<file path="src/core/lowfreq_timer_pkg.sv">
/*
  constants for the low-frequency timekeeping and power-state block.
  assumes a 20 MHz system clock and a 32.768 kHz rc oscillator output pin.
*/
`default_nettype none
package lowfreq_timer_pkg;
  localparam int unsigned CLK_HZ          = 20000000;
  localparam int unsigned LF_HZ           = 32768;
  localparam int unsigned CAL_TIME_US     = 33000;
  localparam int unsigned CAL_CYCLES      = (CLK_HZ / 1000) * (CAL_TIME_US / 1000);
  localparam int unsigned QUARTER_LF      = LF_HZ / 4;
  localparam logic [6:0]  CAL_INTERVAL_RST = 7'h20;
  localparam logic [6:0]  CAL_INTERVAL_MIN = 7'h01;
  localparam int unsigned TIMER_STEP_US   = 976;
  localparam int unsigned TIMER_STEP_LF   = (TIMER_STEP_US * LF_HZ + 500000) / 1000000;
  localparam int unsigned TICK_BASE_US    = 488;
  localparam int unsigned TICK_BASE_LF    = (TICK_BASE_US * LF_HZ + 500000) / 1000000;
  localparam int unsigned TICK_BASES_MS   = 2;
  localparam int unsigned NUM_TIMERS      = 8;
  localparam int unsigned TICK_W          = 31;
  localparam int unsigned NUM_PERIPH      = 7;
  // regulated output codes: 1.8, 2.1, 2.4, 2.7, 3.0, 3.3 V
  localparam logic [2:0]  VSEL_1V8 = 3'h0;
  localparam logic [2:0]  VSEL_3V3 = 3'h5;
endpackage
`default_nettype wire

</file>
<file path="src/core/lowfreq_timer_calibration.sv">
/*
  low-frequency timekeeping: rc calibration scheduler, eight timeout timers,
  millisecond tick counter, peripheral close, deep sleep wake, supervisor and
  high-voltage regulator output control.
  assumes lfClkPin, wake pins and supply monitors are asynchronous to clk.
*/
`default_nettype none
module lowfreq_timer_calibration #(
  parameter int unsigned TIMER_W    = 16,
  parameter int unsigned WAKE_PINS  = 8,
  parameter int unsigned CAL_CYCLES = lowfreq_timer_pkg::CAL_CYCLES
) (
  input  wire logic                   clk,
  input  wire logic                   rst,
  input  wire logic                   ce,
  input  wire logic                   lfClkPin,
  input  wire logic                   calIntervalLoad,
  input  wire logic [6:0]             calIntervalValue,
  output logic [6:0]                  calInterval,
  output logic                        calBusy,
  output logic                        calDone,
  input  wire logic [7:0]             timerStart,
  input  wire logic [7:0]             timerStop,
  input  wire logic [TIMER_W-1:0]     timerPeriod,
  output logic [7:0]                  timerRunning,
  output logic [7:0]                  timeoutEvent,
  output logic [30:0]                 tickCount,
  input  wire logic [6:0]             periphOpen,
  output logic [6:0]                  periphEnable,
  input  wire logic                   sleepReq,
  input  wire logic [WAKE_PINS-1:0]   wakePins,
  input  wire logic [WAKE_PINS-1:0]   wakeSense,
  input  wire logic                   nearfieldPinA,
  input  wire logic                   nearfieldPinB,
  input  wire logic                   nearfieldSense,
  output logic                        deepSleep,
  output logic                        standby,
  output logic                        wakeReset,
  input  wire logic                   brownout,
  input  wire logic                   powerFail,
  output logic                        supplyHold,
  input  wire logic                   hvMode,
  input  wire logic                   regOutEnable,
  input  wire logic                   regVoltLoad,
  input  wire logic [2:0]             regVoltValue,
  output logic                        regLoadEnable,
  output logic [2:0]                  regVoltSel
);
  if (TIMER_W < 2 || TIMER_W > 32) $error("TIMER_W out of range");
  if (WAKE_PINS < 1) $error("WAKE_PINS must be positive");
  if (CAL_CYCLES < 1) $error("CAL_CYCLES must be positive");
  typedef enum logic [2:0] {
    ACTIVE = 3'h1,
    STANDBY = 3'h2,
    DEEP = 3'h4
  } pwr_e;
  localparam int unsigned SYNC_W = WAKE_PINS + 5;
  localparam int unsigned CAL_W  = $clog2(CAL_CYCLES + 1);

  // two-flop synchronisers for every pin input
  logic [SYNC_W-1:0] syncA;
  logic [SYNC_W-1:0] syncB;
  logic [SYNC_W-1:0] pinsIn;
  assign pinsIn = {powerFail, brownout, nearfieldPinB, nearfieldPinA, lfClkPin, wakePins};

  always_ff @(posedge clk or posedge rst) begin
    if (rst) begin
      syncA <= '0;
      syncB <= '0;
    end else if (ce) begin
      syncA <= pinsIn;
      syncB <= syncA;
    end
  end

  logic lfLevel;
  logic [WAKE_PINS+1:0] wakeLevel;
  logic supplyBad;
  assign lfLevel   = syncB[WAKE_PINS];
  assign wakeLevel = {syncB[WAKE_PINS+2:WAKE_PINS+1], syncB[WAKE_PINS-1:0]};
  assign supplyBad = syncB[WAKE_PINS+3] | syncB[WAKE_PINS+4];

  // rc oscillator edge gives the real-time counter clock enable
  logic lfPrev;
  logic next_lfPrev;
  logic lfTick;
  always_comb begin
    next_lfPrev = lfLevel;
    lfTick = lfLevel & ~lfPrev;
  end
  always_ff @(posedge clk or posedge rst) begin
    if (rst) lfPrev <= 1'b0;
    else if (ce) lfPrev <= next_lfPrev;
  end

  // calibration scheduler
  logic [12:0] quarterLf;
  logic [6:0]  quarterCnt;
  logic [CAL_W-1:0] calCnt;
  logic [12:0] next_quarterLf;
  logic [6:0]  next_quarterCnt;
  logic [6:0]  next_calInterval;
  logic [CAL_W-1:0] next_calCnt;
  logic next_calBusy;
  logic next_calDone;
  always_comb begin
    next_quarterLf   = quarterLf;
    next_quarterCnt  = quarterCnt;
    next_calInterval = calInterval;
    next_calCnt      = calCnt;
    next_calBusy     = calBusy;
    next_calDone     = 1'b0;
    // zero is not a legal interval and is ignored
    if (calIntervalLoad && calIntervalValue >= lowfreq_timer_pkg::CAL_INTERVAL_MIN) begin
      next_calInterval = calIntervalValue;
      next_quarterCnt  = '0;
      next_quarterLf   = '0; // first run waits a full new interval
    end else if (lfTick) begin
      if (quarterLf == 13'(lowfreq_timer_pkg::QUARTER_LF - 1)) begin
        next_quarterLf = '0;
        if (quarterCnt + 7'h01 >= calInterval) begin
          next_quarterCnt = '0;
          // a run still in progress is not restarted
          if (!calBusy) begin
            next_calBusy = 1'b1;
            next_calCnt  = CAL_W'(CAL_CYCLES - 1);
          end
        end else begin
          next_quarterCnt = quarterCnt + 7'h01;
        end
      end else begin
        next_quarterLf = quarterLf + 13'h0001;
      end
    end
    if (calBusy) begin
      if (calCnt == '0) begin
        next_calBusy = 1'b0;
        next_calDone = 1'b1;
      end else begin
        next_calCnt = calCnt - CAL_W'(1);
      end
    end
  end
  always_ff @(posedge clk or posedge rst) begin
    if (rst) begin
      quarterLf   <= '0;
      quarterCnt  <= '0;
      calInterval <= lowfreq_timer_pkg::CAL_INTERVAL_RST;
      calCnt      <= '0;
      calBusy     <= 1'b0;
      calDone     <= 1'b0;
    end else if (ce) begin
      quarterLf   <= next_quarterLf;
      quarterCnt  <= next_quarterCnt;
      calInterval <= next_calInterval;
      calCnt      <= next_calCnt;
      calBusy     <= next_calBusy;
      calDone     <= next_calDone;
    end
  end

  // shared prescalers: timer step and tick base
  logic [5:0] stepLf;
  logic [5:0] baseLf;
  logic       baseHalf;
  logic [5:0] next_stepLf;
  logic [5:0] next_baseLf;
  logic       next_baseHalf;
  logic [30:0] next_tickCount;
  logic timerStep;
  always_comb begin
    next_stepLf    = stepLf;
    next_baseLf    = baseLf;
    next_baseHalf  = baseHalf;
    next_tickCount = tickCount;
    timerStep      = 1'b0;
    if (lfTick) begin
      if (stepLf == 6'(lowfreq_timer_pkg::TIMER_STEP_LF - 1)) begin
        next_stepLf = '0;
        timerStep   = 1'b1;
      end else begin
        next_stepLf = stepLf + 6'h01;
      end
      if (baseLf == 6'(lowfreq_timer_pkg::TICK_BASE_LF - 1)) begin
        next_baseLf = '0;
        if (baseHalf == 1'(lowfreq_timer_pkg::TICK_BASES_MS - 1)) begin
          next_baseHalf  = 1'b0;
          // wraps naturally, never gated by power state
          next_tickCount = tickCount + 31'h00000001;
        end else begin
          next_baseHalf = baseHalf + 1'b1;
        end
      end else begin
        next_baseLf = baseLf + 6'h01;
      end
    end
  end
  always_ff @(posedge clk or posedge rst) begin
    if (rst) begin
      stepLf    <= '0;
      baseLf    <= '0;
      baseHalf  <= 1'b0;
      tickCount <= '0;
    end else if (ce) begin
      stepLf    <= next_stepLf;
      baseLf    <= next_baseLf;
      baseHalf  <= next_baseHalf;
      tickCount <= next_tickCount;
    end
  end

  // eight timeout timers
  pwr_e pwr;
  pwr_e next_pwr;
  genvar gi;
  generate
    for (gi = 0; gi < lowfreq_timer_pkg::NUM_TIMERS; gi++) begin : g_timer
      logic [TIMER_W-1:0] remain;
      logic [TIMER_W-1:0] next_remain;
      logic next_run;
      logic next_evt;
      always_comb begin
        next_remain = remain;
        next_run    = timerRunning[gi];
        next_evt    = 1'b0;
        if (timerStop[gi] || pwr == DEEP) begin
          next_run = 1'b0;
        end else if (timerStart[gi]) begin
          // a zero period still waits one step
          next_remain = timerPeriod;
          next_run    = 1'b1;
        end else if (timerRunning[gi] && timerStep) begin
          if (remain <= TIMER_W'(1)) begin
            next_run    = 1'b0;
            next_evt    = 1'b1;
            next_remain = '0;
          end else begin
            next_remain = remain - TIMER_W'(1);
          end
        end
      end
      always_ff @(posedge clk or posedge rst) begin
        if (rst) begin
          remain           <= '0;
          timerRunning[gi] <= 1'b0;
          timeoutEvent[gi] <= 1'b0;
        end else if (ce) begin
          remain           <= next_remain;
          timerRunning[gi] <= next_run;
          timeoutEvent[gi] <= next_evt;
        end
      end
    end
  endgenerate

  // power state, wake and supervisor
  logic [WAKE_PINS+1:0] wakeHeld;
  logic [WAKE_PINS+1:0] next_wakeHeld;
  logic [WAKE_PINS+1:0] senseMask;
  logic next_wakeReset;
  logic next_supplyHold;
  logic [6:0] next_periphEnable;
  assign senseMask = {nearfieldSense, nearfieldSense, wakeSense};
  always_comb begin
    next_pwr          = pwr;
    next_wakeHeld     = wakeHeld;
    next_wakeReset    = 1'b0;
    next_supplyHold   = supplyBad;
    next_periphEnable = periphOpen;
    case (pwr)
      ACTIVE: begin
        if (sleepReq) begin
          next_pwr      = DEEP;
          next_wakeHeld = wakeLevel; // reference levels for change detect
        end
      end
      STANDBY: begin
        if (sleepReq) begin
          next_pwr      = DEEP;
          next_wakeHeld = wakeLevel;
        end else if (periphOpen != 7'h00) begin
          next_pwr = ACTIVE;
        end
      end
      DEEP: begin
        next_periphEnable = 7'h00;
        if (|((wakeLevel ^ wakeHeld) & senseMask)) begin
          next_pwr       = STANDBY;
          next_wakeReset = 1'b1;
        end
      end
      default: next_pwr = ACTIVE;
    endcase
    // supervisor overrides: bad supply closes all peripherals and parks the block in standby
    if (supplyBad) begin
      next_pwr          = STANDBY;
      next_periphEnable = 7'h00;
    end
  end
  always_ff @(posedge clk or posedge rst) begin
    if (rst) begin
      pwr          <= ACTIVE;
      wakeHeld     <= '0;
      wakeReset    <= 1'b0;
      supplyHold   <= 1'b1;
      periphEnable <= '0;
    end else if (ce) begin
      pwr          <= next_pwr;
      wakeHeld     <= next_wakeHeld;
      wakeReset    <= next_wakeReset;
      supplyHold   <= next_supplyHold;
      periphEnable <= next_periphEnable;
    end
  end
  assign deepSleep = (pwr == DEEP);
  assign standby   = (pwr == STANDBY);

  // regulated output in high-voltage mode
  logic [2:0] next_regVoltSel;
  logic next_regLoadEnable;
  always_comb begin
    next_regVoltSel = regVoltSel;
    // codes above 3.3 V are ignored so the selection stays legal
    if (regVoltLoad && regVoltValue <= lowfreq_timer_pkg::VSEL_3V3) begin
      next_regVoltSel = regVoltValue;
    end
    next_regLoadEnable = hvMode & regOutEnable & ~supplyBad;
  end
  always_ff @(posedge clk or posedge rst) begin
    if (rst) begin
      regVoltSel    <= lowfreq_timer_pkg::VSEL_1V8;
      regLoadEnable <= 1'b0;
    end else if (ce) begin
      regVoltSel    <= next_regVoltSel;
      regLoadEnable <= next_regLoadEnable;
    end
  end
endmodule // lowfreq_timer_calibration
`default_nettype wire

</file>
<file path="config.mk">
export PLATFORM = sky130hd
export DESIGN_NAME = lowfreq_timer_calibration
export DESIGN_NICKNAME = d
export VERILOG_FILES = /design/src/core/lowfreq_timer_pkg.sv /design/src/core/lowfreq_timer_calibration.sv
export SDC_FILE = /design/constraint.sdc
export NUM_CORES = 1
export LEC_CHECK = 0
export ABC_AREA = 1
export BUFFER_PORTS_ARGS = -buffer_cell sky130_fd_sc_hd__buf_2
export CORE_MARGIN = 8
export CORE_UTILIZATION = 36
export DETAILED_ROUTE_END_ITERATION = 8
export SYNTH_ARGS = -nofsm -noshare
export SYNTH_HDL_FRONTEND = slang
export SYNTH_SLANG_ARGS = --single-unit
export TNS_END_PERCENT = 30
</file>
<file path="constraint.sdc">
create_clock -name clk -period 18.25 [get_ports clk]
set_input_delay 1.825 -clock clk [delete_from_list [all_inputs] [get_ports clk]]
set_output_delay 1.825 -clock clk [all_outputs]
set_load 0.01 [all_outputs]
</file>
==> qor_table.md, run 1 <==
| Quantity | Reported |
| --- | --- |
| Max Cap Violations | 0 |
| Count of cells resized by post-cts repair | 0 |
| Antenna violations before repair | 2 |
| Number of instances in the synthesized netlist | 2434 |
| Peak supply drop | 0.0664 mV |
| Leakage | 9.80 nW |
| Worst Path Required | 18.69 ns |
| Number of buffers created by CTS | 37 |
| Post-route fraction of the period consumed by the critical path | 23.3% |
| Number of library cell types mapped by synthesis | 53 |
| Critical path type | input port to register |
| Cell Pwr Density | 109 nW/um2 |
| Wire length of the first global-routing pass | 79100 um |
| Detailed-route wire length | 48200 um |
| Dominant cell type by area after synthesis | sky130_fd_sc_hd__dfrtp_1 |
| Number of iterations in the first detailed-routing pass | 5 |
| Number of filler instances in the final layout | 5047 |
| Worst Path Buf+Inv | 4 |
| Area of the multi-input gates | 8930 um2 |
| Per-cell routed wire length | 15.0 um |
| Largest net degree at the start of global routing | 139 |
| Fraction of final layout cells sized beyond drive strength 1 | 11.1% |
| Count of placed standard cells in the final layout, fillers left out | 3206 |
| Count of state elements after synthesis | 290 |
| Post-CTS setup buffer count | 0 |
| Die Y-Extent | 237 um |
| Total global routing track utilization | 16.9% |
| Initial DRC Count | 1012 |
| CP Cell Sequence | buf_2 > buf_4 > inv_2 > buf_4 > nor3_1 > nand2_1 > nand2_4 > o21ai_0 > nor2_1 > nor2_1 |
| Setup Slack @ Placement | 13.42 ns |
| Element type at the critical path start | input port |
| Sequential fraction of the synthesis area | 41.5% |
| Final critical path time including I/O delays and setup | 4.25 ns |
| Worst stage delay on the critical path | 0.64 ns |
| Post-detailed-route via-to-cell ratio | 4.96 |
| NumNets Final | 2667 |
| Routed via count | 15896 |
| Fraction of synthesized cell area taken by the top area cell type | 41.0% |
| Storage element area | 7260 um2 |
| Latest clock arrival within the worst-skew pair | 0.56 ns |
| Cell total after placement | 3141 |
| Worst path slowest cell | sky130_fd_sc_hd__buf_2 |
| Switch Pwr | 0.745 mW |
| Setup ws final | 14.00 ns |
| Clk slew on worst S/H paths | 0.05 ns |
| Setup TNS after final layout | 0 ns |
| Top area cells in the synthesized netlist | sky130_fd_sc_hd__dfrtp_1, sky130_fd_sc_hd__nand2_1, sky130_fd_sc_hd__nor2_1, sky130_fd_sc_hd__xor2_1, sky130_fd_sc_hd__inv_1 |
| Ports | 150 |
| Async S/R FF share, synth | 100% |
| Logic gate share of total power | 24.6% |
| Min-delay worst type | register to register |
| Worst clock skew | 0.0204 ns |
| Transition time at the pin with the least slew margin | 1.06 ns |
| Post-Synthesis Net Count | 2543 |
| Residual DRC count | 0 |
| Half-perimeter wire length after detailed placement | 33700 um |
| Number of synthesized flops with an enable pin | 0 |
| Average cell area after synthesis | 7.19 um2 |
| Data arrival time of the critical path | 4.69 ns |
| Internal power of the cells | 1.42 mW |
| Maximum frequency from static timing analysis | 0.235 GHz |
| Level count of the clock H-tree | 2 |
| TritonCTS clock tree | yes |
| Cell with the most instances after synthesis | sky130_fd_sc_hd__nand2_1 |
| Final Hold Violating Endpoints | 0 |
| Core region area | 48400 um2 |
| Portion of total power attributed to the clock network | 33.6% |
| Total count of max-transition violations in the final report | 0 |
| Initial cell density of the core | 36.1% |
| Setup crit end kind | register |
| GRT Residual Overflow | 0 |
| Number of buffers inserted by port buffering | 149 |
| Max clock buf depth | 3 |
| Total die area | 56000 um2 |
| Setup violations, final | 0 |
| Die Wd | 237 um |
| Sequential cell fraction of total power | 41.8% |
| Crit-path max FO | 44 |
| Switch share | 34.4% |
| Netlist area before placement | 17500 um2 |
| Predominant post-synthesis flop cell | sky130_fd_sc_hd__dfrtp_1 |
| Ranking of synthesized cells by instance count | sky130_fd_sc_hd__nand2_1, sky130_fd_sc_hd__nor2_1, sky130_fd_sc_hd__dfrtp_1 |
| Kind of cell adding the most delay to the critical path | buffers and inverters |
| Setup repair after global routing missed its margin | no |
| Total number of yosys warnings | 0 |
| Site Rows | 81 |
| Synthesis-to-layout area growth | 13.4% |
| Post-cts hold buffer count | 0 |
| Outcome | completed |
| GPL Wtd Cong | 0.844 |
| Number of antenna-violating nets in the routed design | 0 |
| Cell at the root of the clock tree | sky130_fd_sc_hd__clkbuf_16 |
| Tightest slew margin relative to the limit | 29.5% |
| TritonCTS Sinks | 290 |
| Vias in the first global route | 15416 |
per-layer routing:
metal	GRT usage (%)	up-vias	routed length (um)
met2	27.8	382	21800
met3	2.85	77	2460
met5	0	-	0
li1	-	7978	-
met1	22.5	7459	22600
met4	5.28	0	1300
layout make-up:
| type | count | area share (%) |
|---|---|---|
| inverters | 243 | 4.69 |
| diodes | 2 | 0.0252 |
| clock inverters | 10 | 0.743 |
| multi-input cells | 1832 | 45.0 |
| clock buffers | 53 | 5.17 |
| well taps | 622 | 3.92 |
| repair buffers | 154 | 3.94 |
| flip-flops and latches | 290 | 36.6 |
metrics by stage:
step / instance area, um2 / util (%) / hold WS (ns) / power [mW]
after floorplan: 17500 / - / 0.442 / 1.31
after global placement: 18700 / 38.6 / 0.458 / 1.43
after detailed placement: 18700 / 38.6 / 0.459 / 1.45
after CTS: 19900 / 41.0 / 0.473 / 2.19
after global routing: 19900 / 41.0 / 0.484 / 2.31
final: 19900 / 41.0 / 0.469 / 2.16
final timing paths:
check	from	to	slack, ns	cells past startpoint
max	ce	g_timer[1].remain[12]	14.00	10
min	syncA[9]	syncA[9]	0.47	2
max reg2reg	stepLf[0]	g_timer[6].remain[10]	15.51	10
min reg2reg	syncA[9]	syncA[9]	0.47	2
max in group asynchronous	rst	periphEnable[0]	15.13	3
min in group asynchronous	rst	tickCount[7]	1.49	2
cell usage in the layout (no fill, tap or decap), types with 4 or more instances in the layout:
cell type and instances:
sky130_fd_sc_hd__a21oi_1 136, sky130_fd_sc_hd__a21oi_2 16, sky130_fd_sc_hd__a31oi_1 4, sky130_fd_sc_hd__buf_2 149, sky130_fd_sc_hd__buf_4 5, sky130_fd_sc_hd__clkbuf_1 12, sky130_fd_sc_hd__clkbuf_16 37, sky130_fd_sc_hd__clkbuf_8 4
sky130_fd_sc_hd__clkinv_2 7, sky130_fd_sc_hd__dfrtp_1 287, sky130_fd_sc_hd__ha_1 30, sky130_fd_sc_hd__inv_1 230, sky130_fd_sc_hd__inv_2 4, sky130_fd_sc_hd__nand2_1 722, sky130_fd_sc_hd__nand2_2 8, sky130_fd_sc_hd__nand2_4 7
sky130_fd_sc_hd__nand3_1 107, sky130_fd_sc_hd__nand3b_1 9, sky130_fd_sc_hd__nand4_1 29, sky130_fd_sc_hd__nor2_1 364, sky130_fd_sc_hd__nor2_2 9, sky130_fd_sc_hd__nor3_1 46, sky130_fd_sc_hd__nor4_1 4, sky130_fd_sc_hd__o21ai_0 120
sky130_fd_sc_hd__o22ai_1 25, sky130_fd_sc_hd__o31ai_1 6, sky130_fd_sc_hd__or2_2 18, sky130_fd_sc_hd__xnor2_1 35, sky130_fd_sc_hd__xor2_1 103
kinds of logic after synthesis:
family / count (synthesis) / synth area share (%)
buffers and inverters: 312 / 7.55
adders and majority gates: 30 / 2.14
muxes: 1 / 0.0643
DFF: 290 / 41.5
AOI/OAI and AO/OA: 323 / 10.1
and+or+nand+nor: 1340 / 31.8
xor gates and xnor gates: 138 / 6.90
registers in the layout, summed over array words and instances, names as in the netlist:
signal	count
regLoadEnable	1
calBusy	1
lfPrev	1
calDone	1
baseHalf	1
syncA	13
timerRunning	8
syncB	13
regVoltSel	3
baseLf	6
timeoutEvent	8
g_timer.remain	128
quarterLf	13
periphEnable	7
calInterval	7
pwr	3
calCnt	20
tickCount	31
wakeHeld	10
stepLf	6
supplyHold	1
wakeReset	1
quarterCnt	7
worst reg2reg max path: cells and delay by family, from the launching register on:
kind                       cells  cell delay [ns]
AOI/OAI and AO/OA              1             0.09
adders and majority gates      1             0.23
buffers and inverters          2             0.45
DFF                            1             0.38
and+or+nand+nor                6             1.48
power groups by stage:
stage / clock [mW] / combinational, mW / sequential, mW
5_1_grt: 0.772 / 0.617 / 0.926
4_1_cts: 0.750 / 0.537 / 0.903
6_report: 0.726 / 0.533 / 0.905
3_5_place_dp: 0 / 0.534 / 0.912
3_3_place_gp: 0 / 0.520 / 0.909
2_1_floorplan: 0 / 0.421 / 0.887
Power figures use the tool's default switching activity.
==> run 2, diff against run 1 <==
==> constraint.sdc (replaced) <==
create_clock -name clk -period 4.1 [get_ports clk]
set_input_delay 0.41 -clock clk [delete_from_list [all_inputs] [get_ports clk]]
set_output_delay 0.41 -clock clk [all_outputs]
set_load 0.01 [all_outputs]
==> run 2 against run 1 <==
Sequential cell count unchanged. Global-route usage about the same. Largest power group unchanged. Routed wire length decreased by 0.80%.
==> qor_table.md, run 2 (synthesis results as in run 1) <==
| Quantity | Reported | Change |
| --- | --- | --- |
| Outcome | completed |  |
| Most common library cell in the layout ignoring fill and taps | sky130_fd_sc_hd__nand2_1 |  |
| Cell total after placement | 3145 | +0.13% |
| Setup slack, reg-to-reg | 1.50 ns | -14.01 ns |
| Number of buffers created by CTS | 36 | -2.7% |
| Total count of max-transition violations in the final report | 0 | unchanged |
| NumNets Final | 2671 | +0.15% |
| Synthesis-to-layout area growth | 14.0% |  |
| Leading registers by flop count | g_timer.remain (128), tickCount (31), calCnt (20) |  |
| GPL Wtd Cong | 0.867 | +2.8% |
| Worst stage delay on the critical path | 0.40 ns | -0.24 ns |
| Core region area | 48400 um2 | unchanged |
| Worst Path Required | 4.49 ns | -14.20 ns |
| Routed via count | 15879 | -0.11% |
| Launch point of the critical path | quarterCnt[0] |  |
| Post-route fraction of the period consumed by the critical path | 63.3% |  |
| Register with the most flip-flops | g_timer.remain |  |
| Endpoint of the worst setup timing path | calBusy |  |
| Detailed-route wire length | 47800 um | -0.80% |
| Site Rows | 81 | unchanged |
| Setup repair after global routing missed its margin | no |  |
| Worst path slowest cell | sky130_fd_sc_hd__dfrtp_1 |  |
| Worst clock skew | 0.0138 ns | -0.00669 ns |
| Tightest slew margin relative to the limit | 29.8% | +0.30 points |
| Final design instance area without fill | 20000 um2 | +0.50% |
| Setup violations, final | 0 | unchanged |
| Die Y-Extent | 237 um | unchanged |
| Leakage | 9.85 nW | +0.55% |
| Data arrival time of the critical path | 2.99 ns | -1.70 ns |
| Storage element area | 7260 um2 | unchanged |
| Antenna violations before repair | 3 | +1 |
| TritonCTS clock tree | yes |  |
| Number of iterations in the first detailed-routing pass | 5 | unchanged |
| Crit-path max FO | 17 | -61% |
| Number of filler instances in the final layout | 4979 | -1.3% |
| Worst path depth | 12 | +2 |
| Largest net degree at the start of global routing | 108 | -22% |
| Flip-flop count of the largest register after layout | 128 | unchanged |
| Half-perimeter wire length after detailed placement | 33800 um | +0.54% |
| Die Wd | 237 um | unchanged |
| RR Startpoint | quarterCnt[0] |  |
| Max Cap Violations | 0 | unchanged |
| Library cell appearing most often on the critical path | sky130_fd_sc_hd__ha_1 |  |
| Final critical path time including I/O delays and setup | 2.60 ns |  |
| Cell Pwr Density | 483 nW/um2 | +340% |
| Initial cell density of the core | 36.1% | unchanged |
| Per-cell routed wire length | 14.9 um | -0.98% |
| Area of the multi-input gates | 8930 um2 | unchanged |
| Clk slew on worst S/H paths | 0.06 ns | about the same |
| Setup TNS after final layout | 0 ns | unchanged |
| Number of buffers inserted by port buffering | 149 | unchanged |
| CP Cell Sequence | ha_1 > nand3_1 > nor3_1 > xor2_1 > ha_1 > a21o_1 > nor2_1 > nand2_1 > nand3_2 > nand2_2 > nand2_4 > o21ai_0 |  |
| Fraction of final layout cells sized beyond drive strength 1 | 11.5% | +0.36 points |
| Post-CTS setup buffer count | 0 | unchanged |
| Maximum frequency from static timing analysis | 0.385 GHz |  |
| Element type at the critical path start | register |  |
| Post-detailed-route via-to-cell ratio | 4.94 | -0.29% |
| Vias in the first global route | 15764 | +2.3% |
| Wire length of the first global-routing pass | 79400 um | +0.40% |
| Commonest cells after routing, fill and taps aside | sky130_fd_sc_hd__nand2_1, sky130_fd_sc_hd__nor2_1, sky130_fd_sc_hd__dfrtp_1 |  |
| Final Total Pwr | 9.63 mW | +350% |
| Kind of cell adding the most delay to the critical path | simple AND/OR/NAND/NOR gates |  |
| Min-delay worst type | input port to register |  |
| Ports | 150 | unchanged |
| Total die area | 56000 um2 | unchanged |
| Cell at the root of the clock tree | sky130_fd_sc_hd__clkbuf_16 |  |
| Max clock buf depth | 3 | unchanged |
| Residual DRC count | 0 | unchanged |
| Worst R2R End | calBusy |  |
| TritonCTS Sinks | 290 | unchanged |
| Setup crit end kind | register |  |
| Level count of the clock H-tree | 2 | unchanged |
| Total global routing track utilization | 16.9% | about the same |
| Cells on worst reg2reg path | 12 | +2 |
| Count of placed standard cells in the final layout, fillers left out | 3212 | +0.19% |
| Number of antenna-violating nets in the routed design | 0 | unchanged |
| Critical path type | register to register |  |
| GRT Residual Overflow | 0 | unchanged |
| Final Hold Violating Endpoints | 0 | unchanged |
| Transition time at the pin with the least slew margin | 1.05 ns | -0.0116 ns |
| Worst Path Buf+Inv | 0 | -4 |
| Initial DRC Count | 1068 | +5.5% |
| Peak supply drop | 0.298 mV | +350% |
| Latest clock arrival within the worst-skew pair | 0.54 ns | -0.02 ns |
| Area after DPL | 18700 um2 | +0.34% |
-- run 2: routing by layer --
layer | track usage, % | up-vias | part of all wire (%)
li1 | - | 7993 | -
met1 | 22.3 | 7485 | 47
met2 | 27.6 | 329 | 45
met3 | 3.31 | 70 | 5.2
met4 | 5.39 | 2 | 2.4
met5 | 0 | - | 0.027
-- run 2: how the worst min path moves through the flow --
stage	from	end	slack, ns	depth (start not counted)
floorplan	syncA[5]	syncA[5]	0.44	2
global placement	syncA[3]	syncA[3]	0.46	2
detailed placement	syncA[11]	syncA[11]	0.46	2
CTS	wakePins[0]	syncA[0]	0.05	3
global route	wakePins[0]	syncA[0]	0.06	3
finish	wakePins[0]	syncA[0]	0.07	3
-- run 2: stage by stage --
| stage | util [%] | setup WS (ns) | hold WS [ns] |
|---|---|---|---|
| CTS | 41.2 | 1.49 | 0.0452 |
| detailed placement | 38.7 | 1.22 | 0.464 |
| global route | 41.2 | 1.26 | 0.0606 |
| finish | 41.2 | 1.50 | 0.0721 |
| floorplan | - | -0.155 | 0.442 |
| global placement | 38.7 | 1.30 | 0.455 |
-- run 2: area by class of cell --
cell class	count	share of cell area (%)
clock buffers	51	5.25
inverters	243	4.65
well taps	622	3.90
repair buffers	159	4.31
clock inverters	13	0.759
diodes	2	0.0251
multi-input cells	1832	44.7
flip-flops and latches	290	36.4
-- run 2: power breakdown --
group          internal, mW  leakage (nW)  switching [mW]
Clock                  1.97         0.598            1.26
Sequential             3.45          3.55           0.583
Combinational         0.937          5.70            1.44
Total                  6.36          9.85            3.27
-- run 2: worst register-to-register path: cells and delay by family, from the launching register on --
family	cells	cell delay (ns)
and+or+nand+nor	7	1.01
DFF	1	0.40
xor gates and xnor gates	1	0.25
AOI/OAI and AO/OA	2	0.30
adders and majority gates	2	0.49
-- run 2: what timing repair did --
action	4_1_cts	5_1_grt
hold endpoints to repair	19	0
hold buffers	1	0
resized for setup	0	0
